[config.mk]
export PLATFORM = sky130hd
export DESIGN_NAME = wwd_top
export DESIGN_NICKNAME = d
export VERILOG_FILES = /design/src/rtl/wwd_pkg.sv /design/src/rtl/wwd_top.sv /design/src/rtl/wwd_osc_div.sv
export VERILOG_INCLUDE_DIRS = /design/src /design/src/rtl
export SDC_FILE = /design/constraint.sdc
export NUM_CORES = 1
export LEC_CHECK = 0
export BUFFER_PORTS_ARGS = -buffer_cell sky130_fd_sc_hd__buf_2
export CORE_UTILIZATION = 40
export CTS_CLUSTER_DIAMETER = 100
export CTS_CLUSTER_SIZE = 8
export DETAILED_ROUTE_END_ITERATION = 7
export SETUP_SLACK_MARGIN = 0.05
export SYNTH_ARGS = -nofsm -noshare
export SYNTH_HDL_FRONTEND = slang
export SYNTH_HIERARCHICAL = 1
export SYNTH_SLANG_ARGS = --single-unit
[constraint.sdc]
create_clock -name clk_i -period 2.5 [get_ports clk_i]
set_input_delay 0.25 -clock clk_i [delete_from_list [all_inputs] [get_ports clk_i]]
set_output_delay 0.25 -clock clk_i [all_outputs]
set_load 0.01 [all_outputs]
[src/rtl/wwd_regs.svh]
// Timing and width constants for the window watchdog block.
// Assumes a 10 MHz system clock; included by its bare name.
`ifndef WWD_REGS_SVH
`define WWD_REGS_SVH

`define WWD_CLK_PERIOD_NS   100
`define WWD_TRIG_MIN_NS     200
`define WWD_TRIG_MIN_CYC    ((`WWD_TRIG_MIN_NS + `WWD_CLK_PERIOD_NS - 1) / `WWD_CLK_PERIOD_NS)
`define WWD_NRES_MS         4
`define WWD_NRES_CYC        ((`WWD_NRES_MS * 1000000) / `WWD_CLK_PERIOD_NS)
`define WWD_LEAD_OSC        7895
`define WWD_CLOSED_OSC      1053
`define WWD_OPEN_OSC        1105
`define WWD_OSC_DIV         196
`define WWD_CNT_W           14
`define WWD_ONE             14'h0001
`define WWD_ZERO            14'h0000

`endif

[src/rtl/wwd_pkg.sv]
// Types shared by the window watchdog block.
// Assumes nothing of its surroundings.
package wwd_pkg;

	typedef enum logic [1:0] {
		WWD_MODE_NORMAL   = 2'b00,
		WWD_MODE_SILENT   = 2'b01,
		WWD_MODE_SLEEP    = 2'b10,
		WWD_MODE_FAILSAFE = 2'b11
	} wwd_mode_t;

	typedef enum logic [1:0] {
		WWD_ST_LEAD   = 2'b00,
		WWD_ST_CLOSED = 2'b01,
		WWD_ST_OPEN   = 2'b10,
		WWD_ST_RESET  = 2'b11
	} wwd_state_t;

	typedef struct packed {
		logic wd_trigger_n;
		logic enable;
		logic transmit;
		logic receive;
		logic undervoltage;
		logic sleep_req;
	} wwd_pins_t;

endpackage

[src/rtl/wwd_top.sv]
// Window watchdog with mode control gating it.
// Assumes pins are asynchronous to clk_i; host keeps its own timing.
//
// Functional notes
// - Reset output low forces fail-safe mode.
// - Enable falling edge with transmit high enters silent mode.
// - Transmit path disabled while silent.
// - Undervoltage in silent mode drives reset low, enters fail-safe.
// - Trigger on negative edge only; pulses of 200 ns or less rejected.
// - Intervals counted in oscillator periods set by the timing resistor.
// - Watchdog stopped in silent and sleep modes.
// - After wake, lead time starts at receive falling edge.
// - Lead 7895, closed 1053, open 1105 oscillator periods.
// - Each watchdog reset pulse lasts 4 ms regardless of resistor.
// - Power-up holds reset low 4 ms, then lead time starts.
// - Trigger during lead time starts closed window at once.
// - Lead time expiry gives a reset pulse, then lead time again.
// - Trigger in open window starts a new closed window.
// - Open window expiry pulls reset low.
// - Trigger in closed window drives reset low at once.
`timescale 1ns/1ps
`default_nettype none
`include "wwd_regs.svh"

module wwd_top
	import wwd_pkg::*;
#(
	parameter int unsigned     LEAD_OSC   = `WWD_LEAD_OSC,
	parameter int unsigned     CLOSED_OSC = `WWD_CLOSED_OSC,
	parameter int unsigned     OPEN_OSC   = `WWD_OPEN_OSC,
	parameter int unsigned     NRES_CYC   = `WWD_NRES_CYC,
	parameter int unsigned     DIV_W      = 16,
	parameter int unsigned     NRES_W     = 16
) (
	input  wire logic             clk_i,
	input  wire logic             reset_n_i,
	input  wire wwd_pins_t        pins_i,
	input  wire logic [DIV_W-1:0] timing_resistor_i,
	input  wire logic             txd_data_i,
	output logic                  nres_n_o,
	output logic                  bus_tx_o,
	output logic                  bus_tx_en_o,
	output wwd_mode_t             mode_o,
	output wwd_state_t            wd_state_o
);

	localparam logic [`WWD_CNT_W-1:0] LEAD_C   = `WWD_CNT_W'(LEAD_OSC);
	localparam logic [`WWD_CNT_W-1:0] CLOSED_C = `WWD_CNT_W'(CLOSED_OSC);
	localparam logic [`WWD_CNT_W-1:0] OPEN_C   = `WWD_CNT_W'(OPEN_OSC);
	localparam logic [NRES_W-1:0]     NRES_C   = NRES_W'(NRES_CYC);
	localparam logic [2:0]            TMIN_C   = 3'(`WWD_TRIG_MIN_CYC);

	// ************************************************
	// Synchronisers
	// ************************************************
	wwd_pins_t pins_s1_q;
	wwd_pins_t pins_s2_q;

	always_ff @(posedge clk_i or negedge reset_n_i) begin
		if (!reset_n_i) begin
			pins_s1_q <= 6'b11_1_0_0_0 | 6'b10_0_0_0_0;
			pins_s2_q <= 6'b11_1_0_0_0 | 6'b10_0_0_0_0;
		end else begin
			pins_s1_q <= pins_i;
			pins_s2_q <= pins_s1_q;
		end
	end

	logic en_prev_q;
	logic rx_prev_q;

	always_ff @(posedge clk_i or negedge reset_n_i) begin
		if (!reset_n_i) begin
			en_prev_q <= 1'b1;
			rx_prev_q <= 1'b1;
		end else begin
			en_prev_q <= pins_s2_q.enable;
			rx_prev_q <= pins_s2_q.receive;
		end
	end

	logic en_fall;
	logic rx_fall;
	assign en_fall = en_prev_q & ~pins_s2_q.enable;
	assign rx_fall = rx_prev_q & ~pins_s2_q.receive;

	// ************************************************
	// Trigger qualification
	// ************************************************
	// Low time counted in system cycles; a trigger fires once it exceeds the minimum
	logic [2:0] low_cnt_q;
	logic       trig_fired_q;
	logic       trig_q;

	always_ff @(posedge clk_i or negedge reset_n_i) begin
		if (!reset_n_i) begin
			low_cnt_q    <= 3'h0;
			trig_fired_q <= 1'b0;
			trig_q       <= 1'b0;
		end else if (pins_s2_q.wd_trigger_n) begin
			low_cnt_q    <= 3'h0;
			trig_fired_q <= 1'b0;
			trig_q       <= 1'b0;
		end else if (low_cnt_q >= TMIN_C && !trig_fired_q) begin
			trig_fired_q <= 1'b1;
			trig_q       <= 1'b1;
		end else begin
			// Third low sample fires, so 300 ns passes and 200 ns does not
			if (low_cnt_q < TMIN_C) begin
				low_cnt_q <= low_cnt_q + 3'h1;
			end
			trig_q <= 1'b0;
		end
	end

	// ************************************************
	// Mode control
	// ************************************************
	wwd_mode_t mode_q;
	logic      wd_run;
	logic      wd_fault;
	logic      wake_q;

	// Sleep and wake are driven by pins; only the digital gating lives here
	always_ff @(posedge clk_i or negedge reset_n_i) begin
		if (!reset_n_i) begin
			mode_q <= WWD_MODE_NORMAL;
			wake_q <= 1'b0;
		end else begin
			wake_q <= 1'b0;
			case (mode_q)
				WWD_MODE_NORMAL: begin
					if (wd_fault || !nres_n_o) begin
						mode_q <= WWD_MODE_FAILSAFE;
					end else if (en_fall && pins_s2_q.transmit) begin
						mode_q <= WWD_MODE_SILENT;
					end else if (pins_s2_q.sleep_req) begin
						mode_q <= WWD_MODE_SLEEP;
					end
				end
				WWD_MODE_SILENT, WWD_MODE_SLEEP: begin
					if (mode_q == WWD_MODE_SILENT && pins_s2_q.undervoltage) begin
						mode_q <= WWD_MODE_FAILSAFE;
					end else if (rx_fall) begin
						mode_q <= WWD_MODE_NORMAL;
						wake_q <= 1'b1;
					end
				end
				WWD_MODE_FAILSAFE: begin
					if (nres_n_o && pins_s2_q.enable && !pins_s2_q.undervoltage) begin
						mode_q <= WWD_MODE_NORMAL;
					end
				end
				default: mode_q <= WWD_MODE_FAILSAFE;
			endcase
		end
	end

	// Watchdog keeps running in fail-safe so a stuck host keeps getting resets
	assign wd_run = (mode_q == WWD_MODE_NORMAL) || (mode_q == WWD_MODE_FAILSAFE);

	// ************************************************
	// Watchdog oscillator
	// ************************************************
	logic osc_tick;

	wwd_osc_div #(
		.DIV_W (DIV_W)
	) u_osc (
		.clk_i     (clk_i),
		.reset_n_i (reset_n_i),
		.run_i     (wd_run),
		.period_i  (timing_resistor_i),
		.tick_o    (osc_tick)
	);

	// ************************************************
	// Window sequencer
	// ************************************************
	wwd_state_t             st_q;
	logic [`WWD_CNT_W-1:0]  win_q;
	logic [NRES_W-1:0]      nres_cnt_q;
	logic                   uv_silent;

	assign uv_silent = (mode_q == WWD_MODE_SILENT) && pins_s2_q.undervoltage;
	assign wd_fault  = wd_run && (
		(st_q == WWD_ST_CLOSED && trig_q) ||
		(st_q != WWD_ST_RESET && st_q != WWD_ST_CLOSED && osc_tick && win_q == `WWD_ONE
			&& !trig_q));

	// Power-up starts in the reset pulse, then lead time
	always_ff @(posedge clk_i or negedge reset_n_i) begin
		if (!reset_n_i) begin
			st_q       <= WWD_ST_RESET;
			win_q      <= LEAD_C;
			nres_cnt_q <= NRES_C;
		end else if (uv_silent) begin
			st_q       <= WWD_ST_RESET;
			nres_cnt_q <= NRES_C;
		end else if (wake_q) begin
			st_q  <= WWD_ST_LEAD;
			win_q <= LEAD_C;
		end else if (st_q == WWD_ST_RESET) begin
			// Pulse length runs on the system clock, so the resistor cannot stretch it
			if (nres_cnt_q == NRES_W'(1)) begin
				st_q  <= WWD_ST_LEAD;
				win_q <= LEAD_C;
			end else begin
				nres_cnt_q <= nres_cnt_q - NRES_W'(1);
			end
		end else if (wd_run) begin
			case (st_q)
				WWD_ST_LEAD: begin
					if (trig_q) begin
						st_q  <= WWD_ST_CLOSED;
						win_q <= CLOSED_C;
					end else if (osc_tick && win_q == `WWD_ONE) begin
						st_q       <= WWD_ST_RESET;
						nres_cnt_q <= NRES_C;
					end else if (osc_tick) begin
						win_q <= win_q - `WWD_ONE;
					end
				end
				WWD_ST_CLOSED: begin
					if (trig_q) begin
						st_q       <= WWD_ST_RESET;
						nres_cnt_q <= NRES_C;
					end else if (osc_tick && win_q == `WWD_ONE) begin
						st_q  <= WWD_ST_OPEN;
						win_q <= OPEN_C;
					end else if (osc_tick) begin
						win_q <= win_q - `WWD_ONE;
					end
				end
				WWD_ST_OPEN: begin
					if (trig_q) begin
						st_q  <= WWD_ST_CLOSED;
						win_q <= CLOSED_C;
					end else if (osc_tick && win_q == `WWD_ONE) begin
						st_q       <= WWD_ST_RESET;
						nres_cnt_q <= NRES_C;
					end else if (osc_tick) begin
						win_q <= win_q - `WWD_ONE;
					end
				end
				default: begin
					st_q       <= WWD_ST_RESET;
					nres_cnt_q <= NRES_C;
				end
			endcase
		end
	end

	// ************************************************
	// Outputs
	// ************************************************
	// Reset output follows the sequencer's next state so a fault shows on the same edge as st_q enters reset
	always_ff @(posedge clk_i or negedge reset_n_i) begin
		if (!reset_n_i) begin
			nres_n_o    <= 1'b0;
			bus_tx_o    <= 1'b1;
			bus_tx_en_o <= 1'b0;
			mode_o      <= WWD_MODE_NORMAL;
			wd_state_o  <= WWD_ST_RESET;
		end else begin
			nres_n_o    <= !(uv_silent || wd_fault ||
				(st_q == WWD_ST_RESET && !(nres_cnt_q == NRES_W'(1))));
			bus_tx_o    <= txd_data_i;
			bus_tx_en_o <= (mode_q == WWD_MODE_NORMAL);
			mode_o      <= mode_q;
			wd_state_o  <= st_q;
		end
	end

endmodule

`default_nettype wire

[src/rtl/wwd_osc_div.sv]
// Watchdog oscillator tick generator.
// Assumes the resistor setting arrives as a period in system cycles.
`timescale 1ns/1ps
`default_nettype none

module wwd_osc_div
	import wwd_pkg::*;
#(
	parameter int unsigned DIV_W = 16
) (
	input  wire logic             clk_i,
	input  wire logic             reset_n_i,
	input  wire logic             run_i,
	input  wire logic [DIV_W-1:0] period_i,
	output logic                  tick_o
);

	logic [DIV_W-1:0] cnt_q;

	// Restart on run so the first tick is a full period away
	always_ff @(posedge clk_i or negedge reset_n_i) begin
		if (!reset_n_i) begin
			cnt_q  <= '0;
			tick_o <= 1'b0;
		end else if (!run_i) begin
			cnt_q  <= '0;
			tick_o <= 1'b0;
		end else if (cnt_q + DIV_W'(1) >= period_i) begin
			cnt_q  <= '0;
			tick_o <= 1'b1;
		end else begin
			cnt_q  <= cnt_q + DIV_W'(1);
			tick_o <= 1'b0;
		end
	end

endmodule

`default_nettype wire

Word-level counts from Yosys, hierarchy flattened
Index checks and enable logic that the tools add are counted.
Word-level totals
  register bits after elaboration: 78
  input port bits: 25
  output and inout bits: 7
  logic and storage cells: 155
Cells by class
  add/sub/neg operators: 4
  order comparisons: 3
  equality and inequality tests: 25
  muxes and demuxes: 50
  bitwise logic cells: 5
  reduce and logical (&&, ||, !) cells: 39
Operators with widths (count)
  $mux W16: 10
  $mux W14: 9
  $pmux W16 S2: 1
  $mux W2: 15
  $pmux W14 S2: 1
  $add A16 B1 Y16 const B: 1
  $eq A16 B1 Y1 const B: 1
  $ge A16 B16 Y1: 1
  $sub A16 B1 Y16 const B: 1
  $eq A14 B1 Y1 const B: 1
  $sub A14 B1 Y14 const B: 1
  $logic_and A1 B1 Y1: 13
  $ne A4 B3 Y1 const B: 3
  $reduce_and A6 Y1: 2
  $mux W1: 9
  $mux W3: 3
  $eq A2 B2 Y1 const B: 4
  $reduce_bool A4 Y1: 2
  $logic_not A1 Y1: 6
  $ne A2 B2 Y1 const B: 3
  $ne A3 B3 Y1 const B: 2
  $ne A6 B1 Y1 const B: 1
  $ne A6 B4 Y1 const B: 1
  $pmux W2 S3: 1
  21 further kinds: 34

Logic depth before layout (Yosys ltp)
Gate-level depths: netlist of the first run.
  depth in word-level cells: 10
  depth in mapped cells: 12
  depth with buffers taken out: 11

Cells and area by module
Netlist of the first run, hierarchy kept.
Modules (own cells, without submodules)
  wwd_top: times used 1, cells each 324, area each 3199.3 µm², seq. area each 1561.5 µm²
  wwd_osc_div: times used 1, cells each 132, area each 1262.5 µm², seq. area each 425.4 µm²

Worst setup path before layout of the first run
No wires, ideal clock.
  kind: reg-to-reg
  start point: reg u_osc.cnt_q[0]
  end point: reg u_osc.cnt_q[0]
  library setup time: 121 ps
  data arrival time: 2404 ps
  data required time: 2379 ps
  setup slack: -25 ps
  cell stages (with the launch flop): 13
  path buffers: 1
  clock period less this slack: 2525 ps
  path through: dfrtp_1 ha_1 nand4_1 nor2_1 nand4_1 xnor2_1 ha_1 nand2_1 nor4_1 o311ai_2 nand4_2 buf_6 nor2_1
On the way
  longest elaborated chain between the ends: 4
RTL lines
  start, declared: RTL line wwd_osc_div.sv:18  | logic [DIV_W-1:0] cnt_q;
  start signal, assigned: RTL line wwd_osc_div.sv:32  | cnt_q <= cnt_q + DIV_W'(1);
  $add A16 B1 Y16 (*): RTL line wwd_osc_div.sv:28, wwd_osc_div.sv:32
  $ge A16 B16 Y1: RTL line wwd_osc_div.sv:28  | end else if (cnt_q + DIV_W'(1) >= period_i) begin
  $mux W16 (*): RTL line wwd_osc_div.sv:28
  $mux W16 (*): RTL line wwd_osc_div.sv:25  | end else if (!run_i) begin
Every way passes the cells marked *; elsewhere a longest branch is shown, timed or not.
A chain may end at the register's enable or synchronous reset.

Worst setup path after layout of the first run
  start point: reg u_osc.cnt_q[1]
  end point: reg u_osc.cnt_q[8]
Same word-level chain as after synthesis.

==> impl_summary.md, run 1 <==
Placed design
The routability congestion estimate is 0.822. After legalization and detailed placement, the total HPWL measured 7140 um. Port buffering added 31 buffers. The instance area at placement is 5050 sq um.

Global routing
The pin count of the biggest net entering global routing is 79. The overall global routing resource usage is 0.190. The initial antenna violation count is 0.

The first-pass GRT wire length is 17200 um. The number of global-route vias before repair is 3691. The total overflow left after global routing is 0.

Timing
The headroom to the max-slew limit is 0.347. The smallest clock period supported by the final layout is computed as 2.63 ns. Of the available clock period, the critical path in the final layout requires 1.05.

Setup slack on the critical path of the routed design comes to -0.133 ns. Hold is met by 0.0328 ns. Setup repair after global routing could not meet its margin everywhere. The total count of hold-check failures in the final report came to 0. At the pin with the least slew margin, the transition time is 0.979 ns. Clock skew on the completed layout was measured at 0.00732 ns.

The maximum frequency from static timing analysis is 0.380 GHz. The total count of max-transition violations in the final report is 0. The total setup violations reported at the end of the flow is 14.

Power
Summed over all cells, the static leakage comes to 2.51 nW. The total power density per cell area is 1020 nW/um^2. The peak supply drop is 385 uV.

Synth
The post-synthesis instance area is 4460 sq um. In the synthesized netlist the async set-or-reset flop fraction comes to 1.00. A synthesized cell averages 9.78 sq um.

Counting every instance in the synthesized netlist gives 456. After synthesis, the cell types taking the most area are sky130_fd_sc_hd__dfrtp_1, sky130_fd_sc_hd__dfstp_2, sky130_fd_sc_hd__ha_1, sky130_fd_sc_hd__o21ai_0, sky130_fd_sc_hd__a21oi_1. The count of synthesis-stage warnings from yosys is 6. The synthesized flop and latch total is 78. The dominant synthesized flop cell is sky130_fd_sc_hd__dfrtp_1. The sequential fraction of the synthesis area is 0.445. Counting every net in the synthesized netlist gives 507.

The cell type contributing the most total cell area after synthesis is sky130_fd_sc_hd__dfrtp_1. The area share of the largest cell type after synthesis is 0.280. The number of enable-type register cells in the synthesized netlist is 0. Synthesis instantiated 66 different standard cells from the library.

Clocking
The post-CTS clock slew at the launch and capture registers of the worst setup and hold paths is 0.09 ns. Clock tree synthesis found a total of 78 sinks. In this run the number of H-tree levels came out at 3. The longest clock path from root to sink contains 2 buffers. The cell at the root of the clock tree is sky130_fd_sc_hd__clkbuf_8. The CTS tree is built. The later pin in the worst-skew pair is clocked with a latency of 0.36 ns. The TritonCTS buffer count is 9.

Setup path
The startpoint identified for the worst register-to-register timing path is u_osc/cnt_q[1]. STA classifies the critical path startpoint as a register. STA puts the critical path data arrival time at 2.94 ns.

For this design, the slowest cell found on the critical path is sky130_fd_sc_hd__dfrtp_1. The source of the critical timing path is u_osc/cnt_q[1]. In this run the worst path has a maximum fanout of 8.

In this design, the stage delay of the slowest critical-path cell is 0.38 ns. The required time at the worst-slack endpoint is 2.80 ns. The path type of the worst setup path is register to register. Traced cell by cell, the critical path runs through ha_2 -> nand4_1 -> nor4b_2 -> xor2_1 -> ha_1 -> nand2_2 -> nor2_2 -> a211oi_2 -> nand4_2 -> buf_6 -> buf_4 -> nor2b_2. The sort of element at the end of the critical path is a register.

Die
After floorplanning, the core was divided into 38 placement rows. In this run the count of I/O pins placed on the die edge is 32. The die is 108 um tall.

The core region is 10800 sq um. The die covers 11600 sq um. For this configuration, the core starts out at a cell density of 0.412.

The die is 108 um wide.

Route
Detailed routing inserted a total of 3621 vias. The routed wire length is 9990 um. The vias per cell is 5.30. In the routed design, unresolved DRC markers number 0. Once detail routing completed, the nets flagged for antenna violations numbered 0. For this run, the detailed router's first-pass iteration total came to 5.

After detailed routing, the average wire length per cell comes to 14.6 um. After the first detailed-routing iteration, the DRC count stood at 123.

Cells and area
The layout overhead on the synthesized area is 22.0%. The final instance area is 5450 sq um. The share of final-layout standard cells stronger than drive strength 1 is 0.322. For this run, the post-layout net count is 589. The repair_antennas step left the layout with diodes totalling 0.

The area of the multi-input gates is 2370 sq um. The filler cell count in the final layout is 1025. The total area of sequential cells is 1990 sq um.

Run status
The run finished, with violations left. The final reports fail on setup timing.

Worst hold path
The worst min-delay path class is input pin to asynchronous set/reset pin.

Run
The max-cap check violation count is 0.
==> cell usage after synthesis (3+ instances only) <==
library cell / n
sky130_fd_sc_hd__nand2b_1: 6
sky130_fd_sc_hd__and4_1: 3
sky130_fd_sc_hd__or3_1: 12
sky130_fd_sc_hd__buf_2: 3
sky130_fd_sc_hd__nor2b_2: 8
sky130_fd_sc_hd__a21oi_1: 32
sky130_fd_sc_hd__xnor2_1: 8
sky130_fd_sc_hd__nor4_2: 3
sky130_fd_sc_hd__clkbuf_1: 4
sky130_fd_sc_hd__a21o_1: 5
sky130_fd_sc_hd__nand3b_1: 5
sky130_fd_sc_hd__nor3_1: 12
sky130_fd_sc_hd__nand4_1: 5
sky130_fd_sc_hd__dfrtp_1: 50
sky130_fd_sc_hd__mux2_2: 3
sky130_fd_sc_hd__nor2b_1: 3
sky130_fd_sc_hd__buf_6: 3
sky130_fd_sc_hd__and2b_1: 5
sky130_fd_sc_hd__xor2_1: 8
sky130_fd_sc_hd__inv_1: 33
sky130_fd_sc_hd__a31oi_1: 6
sky130_fd_sc_hd__o31ai_1: 9
sky130_fd_sc_hd__ha_1: 26
sky130_fd_sc_hd__or2_2: 7
sky130_fd_sc_hd__or4_1: 4
sky130_fd_sc_hd__nor2_1: 38
sky130_fd_sc_hd__nand2_1: 31
sky130_fd_sc_hd__a211oi_1: 4
sky130_fd_sc_hd__nor4b_1: 3
sky130_fd_sc_hd__and3_1: 3
sky130_fd_sc_hd__dfstp_2: 28
sky130_fd_sc_hd__o21ai_0: 33
sky130_fd_sc_hd__nand3_1: 9
sky130_fd_sc_hd__a22oi_1: 3
==> layout by cell type (no fill, tap or decap), types with 8 or more instances in the layout <==
cell                       synthesis  layout
sky130_fd_sc_hd__o21ai_0          33      30
sky130_fd_sc_hd__or3_1            12      12
sky130_fd_sc_hd__nand3_1           9       8
sky130_fd_sc_hd__inv_1            33      33
sky130_fd_sc_hd__clkbuf_8          0       9
sky130_fd_sc_hd__a21oi_1          32      30
sky130_fd_sc_hd__dfrtp_1          50      50
sky130_fd_sc_hd__buf_2             3      30
sky130_fd_sc_hd__o31ai_1           9       9
sky130_fd_sc_hd__buf_4             0      43
sky130_fd_sc_hd__dfstp_2          28      28
sky130_fd_sc_hd__nand2_1          31      28
sky130_fd_sc_hd__nor2_1           38      33
sky130_fd_sc_hd__xor2_1            8       8
sky130_fd_sc_hd__ha_1             26      25
sky130_fd_sc_hd__nor3_1           12      12
==> path summary, 6_finish.rpt <==
path	endpoint	slack (ns)	cells past startpoint
max	u_osc/cnt_q[8]	-0.13	12
max in group asynchronous	u_osc/cnt_q[0]	1.83	1
max reg2reg	u_osc/cnt_q[8]	-0.13	12
min in group clk_i	pins_s2_q[0]	0.36	0
min reg2reg	pins_s2_q[0]	0.36	0
min	bus_tx_en_o	0.03	1
==> flip-flops by register name, summed over array words and instances (netlist names) <==
register and count:
bus_tx_en_o 1, bus_tx_o 1, en_prev_q 1, low_cnt_q 3
mode_o 2, mode_q 2, nres_cnt_q 16, nres_n_o 1
pins_s1_q 6, pins_s2_q 6, rx_prev_q 1, st_q 2
trig_fired_q 1, trig_q 1, u_osc/cnt_q 16, u_osc/tick_o 1
wake_q 1, wd_state_o 2, win_q 14
==> through the flow <==
step | setup WS [ns] | total power, W | util | TNS [ns] | cells
5_1_grt | -0.277 | 0.00599 | 0.502 | -3.77 | 683
2_1_floorplan | 0.0501 | 0.00353 | - | 0 | 456
4_1_cts | -0.120 | 0.00557 | 0.499 | -1.30 | 683
3_5_place_dp | -0.222 | 0.00444 | 0.465 | -2.23 | 655
6_report | -0.133 | 0.00557 | 0.502 | -1.44 | 683
3_3_place_gp | -0.0935 | 0.00435 | 0.465 | -0.727 | 655
==> worst max-delay path, delay by kind of cell, from the launching register on <==
| family | cells | cell delay [ns] |
|---|---|---|
| flip-flops | 1 | 0.38 |
| adder cells (fa/ha/maj) | 2 | 0.47 |
| buffers and inverters | 2 | 0.31 |
| AND/OR/NAND/NOR | 6 | 0.94 |
| XOR/XNOR | 1 | 0.22 |
| AO/OA/AOI/OAI | 1 | 0.25 |
==> power breakdown <==
group	total (W)	switching (W)	leakage [nW]	internal, W
combinational	0.00260	0.00143	1.46	0.00117
clock	0.00101	0.000535	0.101	0.000474
sequential	0.00197	0.000326	0.952	0.00164
total	0.00557	0.00229	2.51	0.00329
==> what timing repair did <==
item | CTS | global route
setup buffers | 5 | 3
hold buffers | 7 | 0
endpoints found under the setup margin | 21 | 39
gates resized for setup | 17 | 10
endpoints found under the hold margin | 7 | 0
pin swaps | 14 | 7
==> layout make-up <==
type	count	area share
tap	140	0.0322
clock inverter	7	0.0142
inverter	33	0.0227
sequential	78	0.365
multi-input combinational	333	0.436
timing repair buffer	83	0.108
clock buffer	9	0.0227
==> routing by layer <==
metal | track usage | part of all wire | vias up
met1 | 0.249 | 0.48 | 1754
met2 | 0.318 | 0.48 | 66
met4 | 0.0744 | 0.018 | 0
met3 | 0.0260 | 0.030 | 13
met5 | 0 | 0 | -
li1 | - | - | 1788
==> kinds of logic (layout without fill, tap and decap cells) <==
logic type / after synthesis / after routing / share of synthesized area
xor+xnor: 16 / 16 / 0.0314
fa+ha+maj: 26 / 26 / 0.0729
simple gates: 173 / 173 / 0.232
flops: 78 / 78 / 0.445
mux: 4 / 4 / 0.00981
buf+inv: 45 / 132 / 0.0440
compound gates: 114 / 114 / 0.165
Note: power is estimated with default switching activity, not from simulation.
==> run 2: changes to the inputs <==
--- a/config.mk
+++ b/config.mk
@@ -7,12 +7,13 @@
 export NUM_CORES = 1
 export LEC_CHECK = 0
 export BUFFER_PORTS_ARGS = -buffer_cell sky130_fd_sc_hd__buf_2
+export CORE_MARGIN = 3
 export CORE_UTILIZATION = 40
 export CTS_CLUSTER_DIAMETER = 100
 export CTS_CLUSTER_SIZE = 8
 export DETAILED_ROUTE_END_ITERATION = 7
+export GPL_ROUTABILITY_DRIVEN = 0
 export SETUP_SLACK_MARGIN = 0.05
 export SYNTH_ARGS = -nofsm -noshare
 export SYNTH_HDL_FRONTEND = slang
-export SYNTH_HIERARCHICAL = 1
 export SYNTH_SLANG_ARGS = --single-unit
==> run 2 against run 1 <==
Compared with the run above:
- the flow still finishes with violations (setup timing)
- hold slack lost 0.00077 ns
- first-iteration DRC count grew 59%
- wire length increased by 7.6%
- design area grew 4.8%
- die area is 6.1% higher
- critical endpoint is now u_osc.cnt_q[3]
- largest cell class unchanged
- largest power group unchanged
==> impl_summary.md, run 2 <==
Cells and area
Summing all multi-input logic gate instances after layout gives 2510 sq um. The total area of sequential cells is 1990 sq um. Of the cells placed in the final design, the portion with a size suffix greater than 1 is 0.348.

The largest registers in the layout are nres_cnt_q x16, u_osc.cnt_q x16, win_q x14. Fill cells in the final layout number 901. The final design utilization is 0.543.

The count of nets after finishing is 595. The layout overhead on the synthesized area is 29.7%. The library cell used most frequently in the layout, excluding fill and tap cells, is sky130_fd_sc_hd__buf_4. 0 antenna diodes ended up in the layout. The top cell types in the final layout, fill and taps aside, are sky130_fd_sc_hd__buf_4, sky130_fd_sc_hd__dfrtp_1, sky130_fd_sc_hd__inv_1. The count of cells in the finished layout, fillers not included, comes to 685.

Clocking
The CTS tree is built. The clock passes through at most 2 buffers. Counting the buffers created by CTS gives 9.

After clock tree synthesis, the clock-pin slew on the worst setup and hold paths is 0.09 ns. Clock tree synthesis found a total of 78 sinks. The H-tree was split into 3 levels. The later pin in the worst-skew pair is clocked with a latency of 0.35 ns. The cell at the root of the clock tree is sky130_fd_sc_hd__clkbuf_8.

Timing
The headroom to the max-slew limit is 0.361. In the finished design, the share of the clock period the worst path needs comes to 1.09. The maximum frequency from static timing analysis is 0.368 GHz.

The total count of hold-check failures in the final report is 0. On the final layout, the worst hold slack is 0.0321 ns. Setup repair after global routing could not meet its margin everywhere. The total setup violations reported at the end of the flow is 17. In the final timing run, aggregate negative setup slack is -3.14 ns.

At the pin with the least slew margin, the transition time is 0.958 ns. The worst-case clock skew is 0.00670 ns. The shortest period the worst path allows is 2.72 ns. The setup slack after layout is -0.216 ns. The total count of max-transition violations in the final report came to 0.

Synth
The cell type contributing the most total cell area after synthesis is sky130_fd_sc_hd__dfrtp_1. The number of enable-type register cells in the synthesized netlist is 0. Of the post-synthesis cell area, the dominant cell type holds 0.284.

During synthesis, Yosys emitted a total of 0 warnings. Of the total synthesized cell area, the portion taken by AND, OR, NAND and NOR gates is 0.217. The synthesized design contains 78 register bits. The gate count of the mapped netlist is 452.

Synthesis produced a netlist with a net count of 503. Among all flip-flop cells after synthesis, the most frequent one is sky130_fd_sc_hd__dfrtp_1. The post-synthesis compound-gate area fraction is 0.177. By area, the combinational part of the netlist is dominated by simple AND/OR/NAND/NOR gates.

Summing every instance area after synthesis gives 4400 sq um. The fraction of registers with async set or reset after synthesis is 1.00. After synthesis, the share of cell area in mux cells is 0.00455. The number of distinct library cells after synthesis is 64. Of the total synthesized cell area, the portion taken by XOR and XNOR cells is 0.0319. The share of synthesized cell area in full adder, half adder and majority cells is 0.0740. Of the synthesized area, sequential elements account for 0.452. Among all cell types in the netlist, the one instantiated most often is sky130_fd_sc_hd__dfrtp_1. By count the netlist is led by sky130_fd_sc_hd__dfrtp_1, sky130_fd_sc_hd__inv_1, sky130_fd_sc_hd__nor2_1. By area the synthesized netlist is led by sky130_fd_sc_hd__dfrtp_1, sky130_fd_sc_hd__dfstp_2, sky130_fd_sc_hd__ha_1, sky130_fd_sc_hd__inv_1, sky130_fd_sc_hd__nand3_1. The average cell area after synthesis is 9.73 sq um.

Global routing
The first global-routing pass estimated 17900 um of wire. The initial antenna violation count is 0. The leftover overflow at the end of global routing is 0.

The number of global-route vias before repair is 3853. The pin count of the biggest net entering global routing is 79. For this run, the total global-route usage over all layers was measured as 0.175.

Route
The pre-antenna-repair detailed-routing pass consisted of 4 iterations. The total DRC errors in the routed layout is 0. The final layout contains routed wiring with a total length of 10700 um. In the routed layout, each cell is associated on average with a via count of 5.49.

The wire length per cell after detailed routing is 15.7 um. The vias after detailed routing is 3759. In this run, the number of DRC markers left after iteration 0 of detailed routing was 196.

The count of nets left with antenna violations after detail routing is 0.

Power
The total power density per cell area is 945 nW/um^2. Of the total power, the share spent switching nets is 0.419. The clock group share of total power is 0.164. The overall power after layout is 0.00539 W.

The power spent charging and discharging nets is 0.00226 W. The analysis attributes to cell leakage a power of 2.65 nW. The internal power of the cells totals 0.00313 W. VDD sags by at most 453 uV. The register share of total power is 0.347. The share of total power in combinational logic is 0.488.

Die
The total I/O pin count is 32. The die area is 12300 sq um. The initial core utilization is 0.419.

The count of standard-cell rows is 37. The vertical die dimension is 111 um. The area of the placeable core is 10500 sq um.

The horizontal extent of the die is 111 um.

Setup path
The kind of cell with the highest combined delay on the critical path is simple AND/OR/NAND/NOR gates. The largest fanout on the critical path is 8. The path type of the worst setup path is register to register. The required time at the worst-slack endpoint is 2.73 ns. The worst setup path is captured at a register. The number of buffers and inverters on the critical path is 2. At the worst endpoint, the arrival time is 2.95 ns. The critical path goes through and3_4 -> and4_4 -> buf_6 -> nand3_2 -> xnor2_2 -> ha_1 -> nand4_1 -> nor2_2 -> o2111ai_2 -> o221ai_4 -> clkbuf_16 -> nor3b_2. The critical path's largest stage delay is 0.35 ns.

The startpoint kind of the worst setup timing path is a register. The slowest stage cell on the critical path is sky130_fd_sc_hd__dfrtp_1.

Run
Across the run, the number of max-cap violations was 0.

Placed design
The post-DP HPWL is 7590 um. The count of input and output buffers is 31. Counting tap cells, the placed design contains a total of 656 instances.

Run status
The run finished, with violations left. The checks that failed: setup timing.

Worst hold path
The worst min-delay path class is input pin to asynchronous set/reset pin.
-- run 2: cell count changes in the layout (fill, tap and decap cells not counted), sizes merged, moves of 6 or more --
cell and change:
buf +11, nor2b -7, o21ai -26, o211ai +6, nand3 +15, a21oi -16
o22ai +6, nor2 -6, nor3b +14
-- run 2: cell type report --
class | count | area share
clock buffer | 9 | 0.0217
clock inverter | 7 | 0.0105
inverter | 33 | 0.0217
multi-input combinational | 326 | 0.440
sequential | 78 | 0.348
tap | 136 | 0.0298
timing repair buffer | 96 | 0.128
-- run 2: cell families after synthesis --
| logic type | after synthesis |
|---|---|
| simple gates | 176 |
| mux | 2 |
| buf+inv | 48 |
| fa+ha+maj | 26 |
| flops | 78 |
| compound gates | 106 |
| xor+xnor | 16 |
-- run 2: final timing paths --
check	to	slack, ns	startpoint	cells after the start
max	u_osc.cnt_q[3]	-0.22	u_osc.cnt_q[4]	12
min	nres_cnt_q[14]	0.03	reset_n_i	1
max reg2reg	u_osc.cnt_q[3]	-0.22	u_osc.cnt_q[4]	12
min reg2reg	pins_s2_q[2]	0.36	pins_s1_q[2]	0
max in group asynchronous	u_osc.cnt_q[9]	1.84	reset_n_i	1
min in group clk_i	pins_s2_q[2]	0.36	pins_s1_q[2]	0
-- run 2: metrics by stage --
step | worst slack, ns | cell area (sq um)
floorplan | -0.0102 | 4480
global placement | -0.00911 | 5140
detailed placement | -0.122 | 5140
CTS | -0.0807 | 5460
global route | -0.349 | 5710
finish | -0.216 | 5710
-- run 2: power by group through the flow --
stage                     Clock [W]  Sequential [W]  Combinational (W)
after global routing       0.000981         0.00192            0.00294
after global placement            0         0.00189            0.00246
after floorplan                   0         0.00189            0.00156
after CTS                  0.000926         0.00187            0.00254
final                      0.000886         0.00187            0.00263
after detailed placement          0         0.00189            0.00249
-- run 2: layer usage --
| layer | part of all wire | global-route usage | wire (um) |
|---|---|---|---|
| met5 | 0 | 0 | 0 |
| met1 | 0.44 | 0.220 | 4750 |
| met2 | 0.51 | 0.298 | 5500 |
| met4 | 0.017 | 0.0649 | 182 |
| met3 | 0.029 | 0.0328 | 311 |
-- run 2: what timing repair did --
item / CTS / global route
setup endpoints to repair: 27 / 26
hold buffers: 7 / 0
gates cloned: 0 / 2
gates resized for setup: 11 / 30
endpoints found under the hold margin: 7 / 0
pin swaps: 1 / 16
setup buffers: 1 / 3
